--- config.mk ---
export PLATFORM = sky130hd
export DESIGN_NAME = dbm_core
export DESIGN_NICKNAME = d
export VERILOG_FILES = /design/src/rtl/dbm_pkg.sv /design/src/rtl/dbm_buf.sv /design/src/rtl/dbm_core.sv
export SDC_FILE = /design/constraint.sdc
export NUM_CORES = 2
export LEC_CHECK = 0
export ABC_AREA = 0
export BUFFER_PORTS_ARGS = -buffer_cell sky130_fd_sc_hd__buf_2
export CAP_MARGIN = 20
export CORE_UTILIZATION = 33
export DETAILED_ROUTE_END_ITERATION = 10
export PLACE_DENSITY = 0.44
export SYNTH_ARGS = -nofsm -noshare
export SYNTH_HDL_FRONTEND = slang
export SYNTH_SLANG_ARGS = --single-unit
--- constraint.sdc ---
create_clock -name ref_clk -period 7.66 [get_ports ref_clk]
set_input_delay 0.383 -clock ref_clk [delete_from_list [all_inputs] [get_ports ref_clk]]
set_output_delay 0.383 -clock ref_clk [all_outputs]
set_load 0.05 [all_outputs]
--- src/rtl/dbm_pkg.sv ---
// dbm_pkg: constants, encodings and state type shared by the burst-mode dma core.
// assumes a bus-side adapter that turns each command into one ahb burst and
// answers with a completion pulse.
package dbm_pkg;
    localparam int          NCH          = 4;
    localparam int          LW           = 8;
    localparam logic [7:0]  BUF_BYTES    = 8'h40;
    // burst and single lengths in bytes
    localparam logic [7:0]  SZ_INCR16    = 8'h40;
    localparam logic [7:0]  SZ_INCR8     = 8'h20;
    localparam logic [7:0]  SZ_INCR4     = 8'h10;
    localparam logic [7:0]  SZ_WORD      = 8'h04;
    localparam logic [7:0]  SZ_HALF      = 8'h02;
    localparam logic [7:0]  SZ_BYTE      = 8'h01;
    localparam logic [7:0]  SZ_NONE      = 8'h00;
    // ahb burst and size encodings
    localparam logic [2:0]  HB_SINGLE    = 3'h0;
    localparam logic [2:0]  HB_INCR4     = 3'h3;
    localparam logic [2:0]  HB_INCR8     = 3'h5;
    localparam logic [2:0]  HB_INCR16    = 3'h7;
    localparam logic [1:0]  HS_BYTE      = 2'h0;
    localparam logic [1:0]  HS_HALF      = 2'h1;
    localparam logic [1:0]  HS_WORD      = 2'h2;
    // control word layout
    localparam int          CTL_RDMAX_LSB = 0;
    localparam int          CTL_WRMAX_LSB = 8;
    localparam int          CTL_MAX_W     = 7;
    localparam int          CTL_JOINT_BIT = 16;
    localparam logic [31:0] REM_ZERO      = 32'h0;
    localparam logic [24:0] PAD25         = 25'h0;
    localparam logic [23:0] PAD24         = 24'h0;

    typedef enum logic [1:0] {
        J_IDLE  = 2'h0,
        J_ISSUE = 2'h1,
        J_WAIT  = 2'h3,
        J_FLUSH = 2'h2
    } dbm_jst_e;
endpackage : dbm_pkg

--- src/rtl/dbm_buf.sv ---
// dbm_buf: two-entry word buffer with valid/ready on both sides.
// assumes one clock; the input side stalls through in_ready when both entries hold data.
`timescale 1ns/10ps
module dbm_buf #(
    parameter int W = 32
) (
    input  wire logic         ref_clk,
    input  wire logic         rst_n,
    input  wire logic         in_valid,
    input  wire logic [W-1:0] in_data,
    output logic              in_ready,
    output logic              out_valid,
    output logic [W-1:0]      out_data,
    input  wire logic         out_ready
);
    logic [W-1:0] mem [2];
    logic         wptr;
    logic         rptr;
    logic [1:0]   count;
    logic         push;
    logic         pop;
    logic [1:0]   next_count;

    assign push     = in_valid & in_ready;
    assign pop      = out_valid & out_ready;
    assign out_data = mem[rptr];

    always_comb begin
        next_count = count;
        if (push & ~pop) begin
            next_count = count + 2'h1;
        end else if (pop & ~push) begin
            next_count = count - 2'h1;
        end
    end

    always_ff @(posedge ref_clk or negedge rst_n) begin
        if (!rst_n) begin
            count     <= 2'h0;
            in_ready  <= 1'b0;
            out_valid <= 1'b0;
            wptr      <= 1'b0;
            rptr      <= 1'b0;
        end else begin
            count     <= next_count;
            // ready is registered, so it is computed from the next fill level
            in_ready  <= (next_count != 2'h2);
            out_valid <= (next_count != 2'h0);
            if (push) begin
                wptr <= ~wptr;
            end
            if (pop) begin
                rptr <= ~rptr;
            end
        end
    end

    always_ff @(posedge ref_clk) begin
        if (push) begin
            mem[wptr] <= in_data;
        end
    end
endmodule : dbm_buf

--- src/rtl/dbm_core.sv ---
// dbm_core: four-channel dma burst sequencer, independent or joint arbitration.
// assumes bus adapters that run each issued command as one ahb burst and pulse *_cmd_done.
`timescale 1ns/10ps
module dbm_core (
    input  wire logic        ref_clk,
    input  wire logic        rst_n,
    input  wire logic        core_joint,
    input  wire logic        cmd_load,
    input  wire logic [1:0]  cmd_ch,
    input  wire logic [31:0] cmd_src,
    input  wire logic [31:0] cmd_dst,
    input  wire logic [31:0] cmd_len,
    input  wire logic [31:0] cmd_ctrl,
    output logic             rd_cmd_valid,
    output logic [1:0]       rd_cmd_ch,
    output logic [31:0]      rd_cmd_addr,
    output logic [7:0]       rd_cmd_len,
    output logic [2:0]       rd_cmd_hburst,
    output logic [1:0]       rd_cmd_hsize,
    input  wire logic        rd_cmd_done,
    output logic             wr_cmd_valid,
    output logic [1:0]       wr_cmd_ch,
    output logic [31:0]      wr_cmd_addr,
    output logic [7:0]       wr_cmd_len,
    output logic [2:0]       wr_cmd_hburst,
    output logic [1:0]       wr_cmd_hsize,
    input  wire logic        wr_cmd_done,
    input  wire logic        rd_dvalid,
    input  wire logic [31:0] rd_data,
    output logic             rd_dready,
    output logic             wr_dvalid,
    output logic [31:0]      wr_data,
    input  wire logic        wr_dready,
    output logic [3:0]       ch_busy,
    output logic [3:0]       ch_done,
    output logic             cmd_refused,
    output logic             flushing
);
    localparam int NCH = dbm_pkg::NCH;

    logic [31:0]      ra   [NCH];
    logic [31:0]      wa   [NCH];
    logic [31:0]      rrem [NCH];
    logic [31:0]      wrem [NCH];
    logic [6:0]       rmax [NCH];
    logic [6:0]       wmax [NCH];
    logic [7:0]       fill [NCH];
    logic [NCH-1:0]   jbit;
    logic [7:0]       rl   [NCH];
    logic [7:0]       wl   [NCH];
    logic [NCH-1:0]   rdy_r;
    logic [NCH-1:0]   rdy_w;
    logic [NCH-1:0]   rd_el;
    logic [NCH-1:0]   wr_el;
    logic [NCH-1:0]   any_el;
    logic [1:0]       rd_last;
    logic [1:0]       wr_last;
    logic [1:0]       gnt;
    logic             last_joint;
    dbm_pkg::dbm_jst_e jst;
    dbm_pkg::dbm_jst_e next_jst;
    logic [2:0]       rd_pick;
    logic [2:0]       wr_pick;
    logic [2:0]       j_pick;
    logic             rd_go;
    logic [1:0]       rd_go_ch;
    logic [7:0]       rd_go_len;
    logic             wr_go;
    logic [1:0]       wr_go_ch;
    logic [7:0]       wr_go_len;
    logic             next_flushing;

    // largest legal transfer at address a: min of remaining, max and room, aligned
    function automatic logic [7:0] burst_len(input logic [31:0] a, input logic [31:0] rem,
                                             input logic [6:0] mx, input logic [7:0] room);
        logic [31:0] lim;
        logic [7:0]  l8;
        lim = rem;
        if ({dbm_pkg::PAD25, mx} < lim) begin
            lim = {dbm_pkg::PAD25, mx};
        end
        if ({dbm_pkg::PAD24, room} < lim) begin
            lim = {dbm_pkg::PAD24, room};
        end
        l8 = lim[7:0];
        if (l8 >= dbm_pkg::SZ_INCR16 && a[5:0] == 6'h00) begin
            burst_len = dbm_pkg::SZ_INCR16;
        end else if (l8 >= dbm_pkg::SZ_INCR8 && a[4:0] == 5'h00) begin
            burst_len = dbm_pkg::SZ_INCR8;
        end else if (l8 >= dbm_pkg::SZ_INCR4 && a[3:0] == 4'h0) begin
            burst_len = dbm_pkg::SZ_INCR4;
        end else if (l8 >= dbm_pkg::SZ_WORD && a[1:0] == 2'h0) begin
            burst_len = dbm_pkg::SZ_WORD;
        end else if (l8 >= dbm_pkg::SZ_HALF && a[0] == 1'b0) begin
            burst_len = dbm_pkg::SZ_HALF;
        end else if (l8 >= dbm_pkg::SZ_BYTE) begin
            burst_len = dbm_pkg::SZ_BYTE;
        end else begin
            burst_len = dbm_pkg::SZ_NONE;
        end
    endfunction : burst_len

    // round robin: first eligible channel after the last one served
    function automatic logic [2:0] pick(input logic [NCH-1:0] el, input logic [1:0] last);
        logic [1:0] c;
        pick = 3'h0;
        for (int k = NCH; k >= 1; k--) begin
            c = last + k[1:0];
            if (el[c]) begin
                pick = {1'b1, c};
            end
        end
    endfunction : pick

    function automatic logic [2:0] len_hburst(input logic [7:0] l);
        case (l)
            dbm_pkg::SZ_INCR16: len_hburst = dbm_pkg::HB_INCR16;
            dbm_pkg::SZ_INCR8:  len_hburst = dbm_pkg::HB_INCR8;
            dbm_pkg::SZ_INCR4:  len_hburst = dbm_pkg::HB_INCR4;
            default:            len_hburst = dbm_pkg::HB_SINGLE;
        endcase
    endfunction : len_hburst

    function automatic logic [1:0] len_hsize(input logic [7:0] l);
        case (l)
            dbm_pkg::SZ_BYTE: len_hsize = dbm_pkg::HS_BYTE;
            dbm_pkg::SZ_HALF: len_hsize = dbm_pkg::HS_HALF;
            default:          len_hsize = dbm_pkg::HS_WORD;
        endcase
    endfunction : len_hsize

    // per-channel burst sizing; joint channels size writes by the read limit
    always_comb begin
        for (int i = 0; i < NCH; i++) begin
            rl[i]     = burst_len(ra[i], rrem[i], rmax[i], dbm_pkg::BUF_BYTES - fill[i]);
            wl[i]     = burst_len(wa[i], wrem[i], (core_joint & jbit[i]) ? rmax[i] : wmax[i],
                                  fill[i]);
            // room-free, so a fixed read/write address offset cannot keep the joint phase unreachable
            rdy_r[i]  = (burst_len(ra[i], rrem[i], rmax[i], dbm_pkg::BUF_BYTES)
                         == {1'b0, rmax[i]});
            rdy_w[i]  = (burst_len(wa[i], wrem[i], rmax[i], dbm_pkg::BUF_BYTES)
                         == {1'b0, rmax[i]});
            rd_el[i]  = ch_busy[i] & (rl[i] != dbm_pkg::SZ_NONE);
            wr_el[i]  = ch_busy[i] & (wl[i] != dbm_pkg::SZ_NONE);
            any_el[i] = rd_el[i] | wr_el[i];
        end
        rd_pick = pick(rd_el, rd_last);
        wr_pick = pick(wr_el, wr_last);
        j_pick  = pick(any_el, gnt);
    end

    // issue decisions for both arbitration styles
    always_comb begin
        rd_go         = 1'b0;
        rd_go_ch      = rd_pick[1:0];
        rd_go_len     = rl[rd_pick[1:0]];
        wr_go         = 1'b0;
        wr_go_ch      = wr_pick[1:0];
        wr_go_len     = wl[wr_pick[1:0]];
        next_jst      = jst;
        next_flushing = 1'b0;
        if (!core_joint) begin
            // separate arbiters: a read waits on write activity only through the buffer room left by fill
            rd_go    = ~rd_cmd_valid & rd_pick[2];
            wr_go    = ~wr_cmd_valid & wr_pick[2];
            next_jst = dbm_pkg::J_IDLE;
        end else begin
            rd_go_ch = gnt;
            wr_go_ch = gnt;
            rd_go_len = rl[gnt];
            wr_go_len = wl[gnt];
            case (jst)
                dbm_pkg::J_IDLE: begin
                    if (j_pick[2]) begin
                        if (last_joint & ~jbit[j_pick[1:0]]) begin
                            next_jst      = dbm_pkg::J_FLUSH;
                            next_flushing = 1'b1;
                        end else begin
                            next_jst = dbm_pkg::J_ISSUE;
                        end
                    end
                end
                dbm_pkg::J_FLUSH: begin
                    // drain every outstanding burst and buffered word first
                    next_flushing = 1'b1;
                    if (~rd_cmd_valid & ~wr_cmd_valid & ~wr_dvalid) begin
                        next_jst      = dbm_pkg::J_ISSUE;
                        next_flushing = 1'b0;
                    end
                end
                dbm_pkg::J_ISSUE: begin
                    next_jst = dbm_pkg::J_WAIT;
                    if (jbit[gnt]) begin
                        if (~rdy_r[gnt] & rd_el[gnt] & ~(rdy_w[gnt] & ~wr_el[gnt])) begin
                            rd_go = 1'b1;
                        end else if (~rdy_w[gnt] & wr_el[gnt] & rdy_r[gnt]) begin
                            wr_go = 1'b1;
                        end else if (rdy_r[gnt] & rdy_w[gnt]) begin
                            // both aligned at max: read and write together
                            rd_go     = 1'b1;
                            wr_go     = 1'b1;
                            rd_go_len = {1'b0, rmax[gnt]};
                            wr_go_len = {1'b0, rmax[gnt]};
                        end else if (rd_el[gnt]) begin
                            rd_go = 1'b1;
                        end else if (wr_el[gnt]) begin
                            wr_go = 1'b1;
                        end else begin
                            next_jst = dbm_pkg::J_IDLE;
                        end
                    end else if (rd_el[gnt]) begin
                        rd_go = 1'b1;
                    end else if (wr_el[gnt]) begin
                        wr_go = 1'b1;
                    end else begin
                        next_jst = dbm_pkg::J_IDLE;
                    end
                end
                dbm_pkg::J_WAIT: begin
                    // grant holds both buses until each burst ends, so waits cross-stall
                    if (~rd_cmd_valid & ~wr_cmd_valid) begin
                        next_jst = dbm_pkg::J_IDLE;
                    end
                end
                default: next_jst = dbm_pkg::J_IDLE;
            endcase
        end
    end

    // joint arbitration state
    always_ff @(posedge ref_clk or negedge rst_n) begin
        if (!rst_n) begin
            jst        <= dbm_pkg::J_IDLE;
            gnt        <= 2'h0;
            last_joint <= 1'b0;
            flushing   <= 1'b0;
        end else begin
            jst      <= next_jst;
            flushing <= next_flushing;
            if (core_joint && jst == dbm_pkg::J_IDLE && j_pick[2]) begin
                gnt <= j_pick[1:0];
            end
            if (jst == dbm_pkg::J_ISSUE) begin
                last_joint <= jbit[gnt];
            end
            if (!core_joint) begin
                last_joint <= 1'b0;
            end
        end
    end

    // read command slot: held until the bus reports the burst finished
    always_ff @(posedge ref_clk or negedge rst_n) begin
        if (!rst_n) begin
            rd_cmd_valid  <= 1'b0;
            rd_cmd_ch     <= 2'h0;
            rd_cmd_addr   <= 32'h0;
            rd_cmd_len    <= 8'h00;
            rd_cmd_hburst <= dbm_pkg::HB_SINGLE;
            rd_cmd_hsize  <= dbm_pkg::HS_BYTE;
            rd_last       <= 2'h3;
        end else if (rd_go) begin
            rd_cmd_valid  <= 1'b1;
            rd_cmd_ch     <= rd_go_ch;
            rd_cmd_addr   <= ra[rd_go_ch];
            rd_cmd_len    <= rd_go_len;
            rd_cmd_hburst <= len_hburst(rd_go_len);
            rd_cmd_hsize  <= len_hsize(rd_go_len);
            rd_last       <= rd_go_ch;
        end else if (rd_cmd_done) begin
            rd_cmd_valid <= 1'b0;
        end
    end

    // write command slot
    always_ff @(posedge ref_clk or negedge rst_n) begin
        if (!rst_n) begin
            wr_cmd_valid  <= 1'b0;
            wr_cmd_ch     <= 2'h0;
            wr_cmd_addr   <= 32'h0;
            wr_cmd_len    <= 8'h00;
            wr_cmd_hburst <= dbm_pkg::HB_SINGLE;
            wr_cmd_hsize  <= dbm_pkg::HS_BYTE;
            wr_last       <= 2'h3;
        end else if (wr_go) begin
            wr_cmd_valid  <= 1'b1;
            wr_cmd_ch     <= wr_go_ch;
            wr_cmd_addr   <= wa[wr_go_ch];
            wr_cmd_len    <= wr_go_len;
            wr_cmd_hburst <= len_hburst(wr_go_len);
            wr_cmd_hsize  <= len_hsize(wr_go_len);
            wr_last       <= wr_go_ch;
        end else if (wr_cmd_done) begin
            wr_cmd_valid <= 1'b0;
        end
    end

    // per-channel command and progress; a load to a busy channel is refused
    always_ff @(posedge ref_clk or negedge rst_n) begin
        if (!rst_n) begin
            ch_busy     <= 4'h0;
            ch_done     <= 4'h0;
            cmd_refused <= 1'b0;
            jbit        <= 4'h0;
            for (int i = 0; i < NCH; i++) begin
                ra[i]   <= 32'h0;
                wa[i]   <= 32'h0;
                rrem[i] <= 32'h0;
                wrem[i] <= 32'h0;
                rmax[i] <= 7'h00;
                wmax[i] <= 7'h00;
                fill[i] <= 8'h00;
            end
        end else begin
            ch_done     <= 4'h0;
            cmd_refused <= cmd_load & ch_busy[cmd_ch];
            for (int i = 0; i < NCH; i++) begin
                if (rd_cmd_valid && rd_cmd_done && rd_cmd_ch == i[1:0]) begin
                    ra[i]   <= ra[i] + {24'h0, rd_cmd_len};
                    rrem[i] <= rrem[i] - {24'h0, rd_cmd_len};
                end
                if (wr_cmd_valid && wr_cmd_done && wr_cmd_ch == i[1:0]) begin
                    wa[i]   <= wa[i] + {24'h0, wr_cmd_len};
                    wrem[i] <= wrem[i] - {24'h0, wr_cmd_len};
                end
                fill[i] <= fill[i]
                    + ((rd_cmd_valid && rd_cmd_done && rd_cmd_ch == i[1:0]) ? rd_cmd_len : 8'h00)
                    - ((wr_cmd_valid && wr_cmd_done && wr_cmd_ch == i[1:0]) ? wr_cmd_len : 8'h00);
                if (ch_busy[i] && rrem[i] == dbm_pkg::REM_ZERO && wrem[i] == dbm_pkg::REM_ZERO
                    && !(rd_cmd_valid && rd_cmd_ch == i[1:0])
                    && !(wr_cmd_valid && wr_cmd_ch == i[1:0])) begin
                    ch_busy[i] <= 1'b0;
                    ch_done[i] <= 1'b1;
                end
                if (cmd_load && cmd_ch == i[1:0] && !ch_busy[i]) begin
                    ra[i]      <= cmd_src;
                    wa[i]      <= cmd_dst;
                    rrem[i]    <= cmd_len;
                    wrem[i]    <= cmd_len;
                    rmax[i]    <= cmd_ctrl[dbm_pkg::CTL_RDMAX_LSB +: dbm_pkg::CTL_MAX_W];
                    wmax[i]    <= cmd_ctrl[dbm_pkg::CTL_WRMAX_LSB +: dbm_pkg::CTL_MAX_W];
                    jbit[i]    <= cmd_ctrl[dbm_pkg::CTL_JOINT_BIT];
                    fill[i]    <= 8'h00;
                    ch_busy[i] <= 1'b1;
                end
            end
        end
    end

    // word path from read bus to write bus; a write-side stall backs up into rd_dready
    dbm_buf #(
        .W (32)
    ) u_buf (
        .ref_clk   (ref_clk),
        .rst_n     (rst_n),
        .in_valid  (rd_dvalid),
        .in_data   (rd_data),
        .in_ready  (rd_dready),
        .out_valid (wr_dvalid),
        .out_data  (wr_data),
        .out_ready (wr_dready)
    );
endmodule : dbm_core

# Word-level counts from Yosys, hierarchy flattened
# Memory sizes are Yosys's and may differ from the RTL's.
# Cells that the tools add are included.
[totals] regBits=725 output_inout_bits=140 in_bits=170 elab_cells=855 mem_bits_rw=64 mem_count=1
[mem_list] name="u_buf.mem" words=2 width=32 rd=1 rd_clocked_by_memory_dff=0 write_ports=1 line_no="dbm_buf.sv:16" text="logic [W-1:0] mem [2];"
[classes] magnitude_cmp=143 mux=315 bitwise=57 n_eq_ne=35 n_reduce_logical=204 n_addsub=39
[ops] op="32-bit two-way mux" count=48
[ops] op="8-bit two-way mux" count=49
[ops] op="7-bit by 32-bit less-than comparator with 1-bit output" count=12
[ops] op="32-bit by 8-bit adder with 32-bit output" count=8
[ops] op="32-bit zero test" count=8
[ops] op="7-bit by 32-bit less-than comparator with 1-bit output (first input constant)" count=8
[ops] op="8-bit by 32-bit less-than comparator with 1-bit output" count=8
[ops] op="32-bit by 8-bit subtractor with 32-bit output" count=8
[ops] op="7-bit two-way mux" count=21
[ops] op="32-bit binary-select mux with 2-bit select" count=2
[ops] op="8-bit by 1-bit >= comparator with 1-bit output (second input constant)" count=16
[ops] op="8-bit by 2-bit >= comparator with 1-bit output (second input constant)" count=16
[ops] op="8-bit by 3-bit >= comparator with 1-bit output (second input constant)" count=16
[ops] op="8-bit by 5-bit >= comparator with 1-bit output (second input constant)" count=16
[ops] op="8-bit by 6-bit >= comparator with 1-bit output (second input constant)" count=16
[ops] op="8-bit by 7-bit >= comparator with 1-bit output (second input constant)" count=16
[ops] op="1-bit logical AND" count=124
[ops] op="6-bit two-way mux" count=16
[ops] op="3-bit two-way mux" count=28
[ops] op="5-bit two-way mux" count=16
[ops] op="1-bit two-way mux" count=74
[ops] op="8-bit binary-select mux with 2-bit select" count=4
[ops] op="8-bit by 7-bit equality test with 1-bit output" count=8
[ops] op="8-bit nonzero test" count=8
[ops] op="other kinds (36)" count=247

# Logic depth before layout (Yosys ltp)
[depth] ltp_word=30 mapped_depth=29 ltp_nobuf=23

# Modules after synthesis
# A second synthesis with hierarchy kept.
[hier_totals] cells_unflattened=6200 area_unflattened_um2=54803.8
[by_module_without_submodules] module="dbm_core" n_inst=1 cells_per_inst=6072 area_each_um2=52176.3 seq_area_each_um2=17947.2
[by_module_without_submodules] module="dbm_buf" n_inst=1 cells_per_inst=128 area_each_um2=2627.5 seq_area_each_um2=2072.0

# Worst setup path before layout
# Ideal clock, no wire load.
[synth_timing] kind="input-to-reg" from="input core_joint" to="register wr_cmd_addr[7]" setup_time_ps=125 required_ps=7535 path_slack_ps=1530 t_arrival_ps=6005 cell_stages=29 cell_sequence="clkbuf_1 clkbuf_1 and2_1 clkbuf_1 nand2_1 nand2_1 ha_1 a21o_1 a21oi_1 o211a_1 a211o_1 buf_1 mux2i_1 ha_1 a21oi_1 o21bai_1 or2_2 a21oi_1 mux2i_1 a2111oi_0 a31oi_1 o311a_1 nand2_1 o21ai_1 buf_4 buf_4 mux2i_1 mux2i_1 mux2_4"
[synth_between] elab_chain_cells=26 word_cells_on_any_way=134 cone_classes="order compare: 32; mux: 62; bitwise: 16; reduce/logical: 24"
[synth_lines] item="start, declared" line_no="dbm_core.sv:7" text="input wire logic core_joint,"
[synth_lines] item="1-bit bitwise AND" line_no="dbm_core.sv:136" text="wl[i] = burst_len(wa[i], wrem[i], (core_joint & jbit[i]) ? rmax[i] : wmax[i],"
[synth_lines] item="7-bit two-way mux" line_no="dbm_core.sv:136"
[synth_lines] item="7-bit by 32-bit less-than comparator with 1-bit output" line_no="dbm_core.sv:79" text="if ({dbm_pkg::PAD25, mx} < lim) begin"
[synth_lines] item="32-bit two-way mux" line_no="dbm_core.sv:79"
[synth_lines] item="8-bit by 32-bit less-than comparator with 1-bit output" line_no="dbm_core.sv:82" text="if ({dbm_pkg::PAD24, room} < lim) begin"
[synth_lines] item="8-bit two-way mux" line_no="dbm_core.sv:82"
[synth_lines] item="8-bit by 1-bit >= comparator with 1-bit output / 8-bit by 2-bit >= comparator with 1-bit output (equally long branches)" line_no="dbm_core.sv:96, dbm_core.sv:94"
[synth_lines] item="1-bit two-way mux / 1-bit logical AND (equally long branches)" line_no="dbm_core.sv:96, dbm_core.sv:94"
[synth_lines] item="(+6 left out)"
[synth_lines] item="1-bit bitwise AND" line_no="dbm_core.sv:144" text="wr_el[i] = ch_busy[i] & (wl[i] != dbm_pkg::SZ_NONE);"
[synth_lines] item="1-bit binary-select mux with 2-bit select" line_no="dbm_core.sv:109" text="if (el[c]) begin"
[synth_lines] item="1-bit two-way mux (implied by the code)" line_no="dbm_core.sv:109"
[synth_lines] item="3-bit two-way mux (4 in series)" line_no="dbm_core.sv:109"
[synth_lines] item="2-bit two-way mux" line_no="dbm_core.sv:162" text="if (!core_joint) begin"
[synth_lines] item="2-bit NOT with 3-bit output (implied by the code)" line_no="dbm_core.sv:288" text="wr_cmd_addr <= wa[wr_go_ch];"
[synth_lines] item="32-bit binary-select mux with 2-bit select" line_no="dbm_core.sv:288"
[synth_lines] item="32-bit two-way mux (implied by the code) (2 in series)" line_no="dbm_core.sv:288"
[synth_lines] item="end signal, assigned" line_no="dbm_core.sv:288"
[synth_lines] item="end, declared" line_no="dbm_core.sv:23" text="output logic [31:0] wr_cmd_addr,"
# Parallel ways exist; a longest one is shown, timed or not. The select of a mux whose other input is x is not followed.
# A chain may end at the register's enable or synchronous reset.

# Worst setup path in the final report
[layout_timing] from="register jbit[2]" to="register wr_cmd_addr[24]"
[layout_between] elab_chain_cells=26 word_cells_on_any_way=61 cone_classes="order compare: 8; mux: 37; bitwise: 10; reduce/logical: 6"
[layout_lines] item="start, declared" line_no="dbm_core.sv:48" text="logic [NCH-1:0] jbit;"
[layout_lines] item="start signal, assigned by index" line_no="dbm_core.sv:342" text="jbit[i] <= cmd_ctrl[dbm_pkg::CTL_JOINT_BIT];"
[layout_lines] item="1-bit bitwise AND" line_no="dbm_core.sv:136"
[layout_lines] item="7-bit two-way mux" line_no="dbm_core.sv:136"
[layout_lines] item="7-bit by 32-bit less-than comparator with 1-bit output" line_no="dbm_core.sv:79"
[layout_lines] item="32-bit two-way mux" line_no="dbm_core.sv:79"
[layout_lines] item="8-bit by 32-bit less-than comparator with 1-bit output" line_no="dbm_core.sv:82"
[layout_lines] item="8-bit two-way mux" line_no="dbm_core.sv:82"
[layout_lines] item="8-bit by 1-bit >= comparator with 1-bit output / 8-bit by 2-bit >= comparator with 1-bit output (equally long branches)" line_no="dbm_core.sv:96, dbm_core.sv:94"
[layout_lines] item="1-bit two-way mux / 1-bit logical AND (equally long branches)" line_no="dbm_core.sv:96, dbm_core.sv:94"
[layout_lines] item="(+6 left out)"
[layout_lines] item="1-bit bitwise AND" line_no="dbm_core.sv:144"
[layout_lines] item="1-bit binary-select mux with 2-bit select" line_no="dbm_core.sv:109"
[layout_lines] item="1-bit two-way mux (implied by the code)" line_no="dbm_core.sv:109"
[layout_lines] item="3-bit two-way mux (4 in series)" line_no="dbm_core.sv:109"
[layout_lines] item="2-bit two-way mux" line_no="dbm_core.sv:162"
[layout_lines] item="2-bit NOT with 3-bit output (implied by the code)" line_no="dbm_core.sv:288"
[layout_lines] item="32-bit binary-select mux with 2-bit select" line_no="dbm_core.sv:288"
[layout_lines] item="32-bit two-way mux (implied by the code) (2 in series)" line_no="dbm_core.sv:288"
# Parallel ways exist; a longest one is shown, timed or not. The select of a mux whose other input is x is not followed.

==> results.ini <==
[layout]
post-route-util_pct=38.8
nFillCells=16800
area_growth_pct=16.3
final_cell_count_no_fill=8890
multi_input_area_um2=32400
layout_commonest_cell=nand2_1
layout.nets=7110
seq_area_um2=20000
drive_gt1_share_pct=12.2
most-common-layout-cells=801 x nand2_1, 719 x dfrtp_1, 594 x nor2_1

[cts]
postCtsSetupBuffers=0
clockRootBuffer=clkbuf_16
cts_resized=0
clock_sinks=787
path_clk_slew_ps=60
cts_tree=built
cts_buffer_depth=3
clk_latency_ps=780
htreeDepth=3
ctsHoldBuffers=117
cts_buffers=100

[floorplan]
floorplan.initialDensity_pct=33.4
ioPinCount=310
core_area_um2=164000
die_h_um=409
num_rows=148
die_area_um2=167000
die_w_um=409

[yosys]
yosysTopAreaCellShare_pct=33.0
ys.flop_type=dfrtp_1
async_reset_ff_share_pct=91.9
syn_area_per_cell_um2=8.74
synth_area_um2=54500
synth_area_leaders=dfrtp_1 33%, ha_1 6.2%, nand2_1 5.5%
yosysSeqAreaShare_pct=36.7
yosys_register_bits=787
yosysWarnings=0
synth_edf_count=64
synthDistinctLibCells=103
synthCells=6242
yosysTopAreaCell=dfrtp_1

[route]
firstDrtPassIters=6
vias=48187
drcViolationCount=0
drtIter0Drc=3927
wl_per_cell_um=24.6
drtAntennaViolNets=0
via_per_inst=5.42
wl_um=219000

[run]
cap_violations=0

[setup_path]
criticalPathCategory=reg2reg
crit_fanout=48
cp.arrival_ps=7770
cp-start-kind=register
crit_path_end_kind=register
required_ps=8290

[global_routing]
grtUsageTotal_pct=25.8
grt_pass1_vias=46795
grt_overflow=0
grt_pass1_wl_um=321000
antenna_found_initial=19
grt_max_degree=153

[worst_hold_path]
hold_path_class=in2reg

[placement]
dpl.hpwl_um=163000
dp_cells=8580
dp_slack_ps=581
gp_congestion=0.966
portBuffers=290

[sta]
relSlewSlack_pct=19.5
setup_ws_ps=514
tns_ps=0
report.final.slew_viol_count=0
min_period_over_period_pct=93.3
fmax_ghz=0.140
fin_hold_ws_ps=61.6
period_needed_ps=7150
worstMarginPinSlew_ps=1210
rsz0062_at_grt=no
setup_violations=0
clock-skew-final_ps=66.8
finalHoldViolCount=0

[pwr]
ir_drop_uv=259
power_leakage_nw=27.5
p_per_area_nw_per_um2=427

[status]
status=finished, final reports clean

worst max-delay path, cell delays in order, from the launching register on:
cell and delay [ps]:
dfrtp_1 350, buf_4 160, nand2_1 320, mux2_2 440, ha_1 320, a21oi_1 220, nand3_1 90, o21ai_0 460
or2_1 440, mux2i_1 380, ha_1 190, nand4_1 120, nor2_1 190, nand2_1 70, o311ai_0 280, a21oi_1 120
a211oi_1 820, o21bai_1 280, o311ai_0 690, o311ai_4 190, buf_4 420, mux2_4 400
sequential cells by signal (all words and copies together) (netlist names), 28 cells and up:
signal,flops
wmax,28
fill,32
rd_cmd_addr,32
wrem,128
wr_cmd_addr,32
u_buf.mem,64
rrem,128
ra,128
wa,128
rmax,28
stage by stage:
| stage | total power [mW] | instance area (µm²) |
|---|---|---|
| finish | 27.1 | 63500 |
| global route | 28.9 | 63500 |
| CTS | 27.2 | 63400 |
| detailed placement | 22.0 | 58900 |
| global placement | 21.9 | 58900 |
| floorplan | 17.2 | 54600 |
Yosys cell counts, types with 50 or more instances:
library cell,count
clkbuf_1,236
nor2_1,597
nor2b_1,63
xnor2_1,319
edfxtp_1,64
ha_1,272
a21oi_1,489
inv_1,273
mux2i_1,281
nor3_1,166
xor2_1,189
or3_1,70
nand2b_1,50
and3_1,53
nand4_1,60
nand2_1,801
nand3_1,153
a21o_1,75
o21ai_0,436
mux2_2,119
nor4_1,66
dfrtp_1,719
routing by layer:
layer | share of wire, % | track usage (%)
met4 | 3.1 | 7.72
met3 | 6.3 | 4.72
met1 | 47 | 36.7
met5 | 0.042 | 0
met2 | 43 | 39.3
path summary, 6_finish.rpt:
kind / end / start / depth (start not counted) / slack (ps)
setup / recovery: wr_cmd_addr[24] / jbit[2] / 21 / 510
hold / removal: wrem[76] / cmd_len[12] / 3 / 60
setup reg to reg: wr_cmd_addr[24] / jbit[2] / 21 / 510
hold reg to reg: wmax[18] / wmax[18] / 2 / 480
max in group asynchronous: rmax[3] / rst_n / 4 / 5630
min in group asynchronous: ra[74] / rst_n / 2 / 210
cells by family (layout without fill, tap and decap cells):
logic type,count (synthesis),count (layout),synth area share (%)
AND/OR/NAND/NOR,2250,2250,19.0
AO/OA/AOI/OAI,1379,1379,15.2
flip-flops,787,787,36.7
buffers and inverters,557,1014,4.04
XOR/XNOR,508,508,8.16
multiplexers,441,441,8.98
adder cells (fa/ha/maj),318,318,7.89
other,2,18,0.0138
power by group:
part	switching, mW	leakage (nW)	internal [mW]	total (mW)
clock	2.06	1.64	2.86	4.92
combinational	8.76	16.2	5.69	14.4
sequential	2.07	9.66	5.65	7.72
area by class of cell:
cell class | instances | area share (%)
flip-flops and latches | 787 | 31.5
inverters | 274 | 1.62
multi-input cells | 4906 | 51.1
diodes | 8 | 0.0315
clock inverters | 31 | 0.688
clock buffers | 154 | 4.64
repair buffers | 555 | 6.06
well taps | 2175 | 4.29
Note: power is estimated with default switching activity, not from simulation.
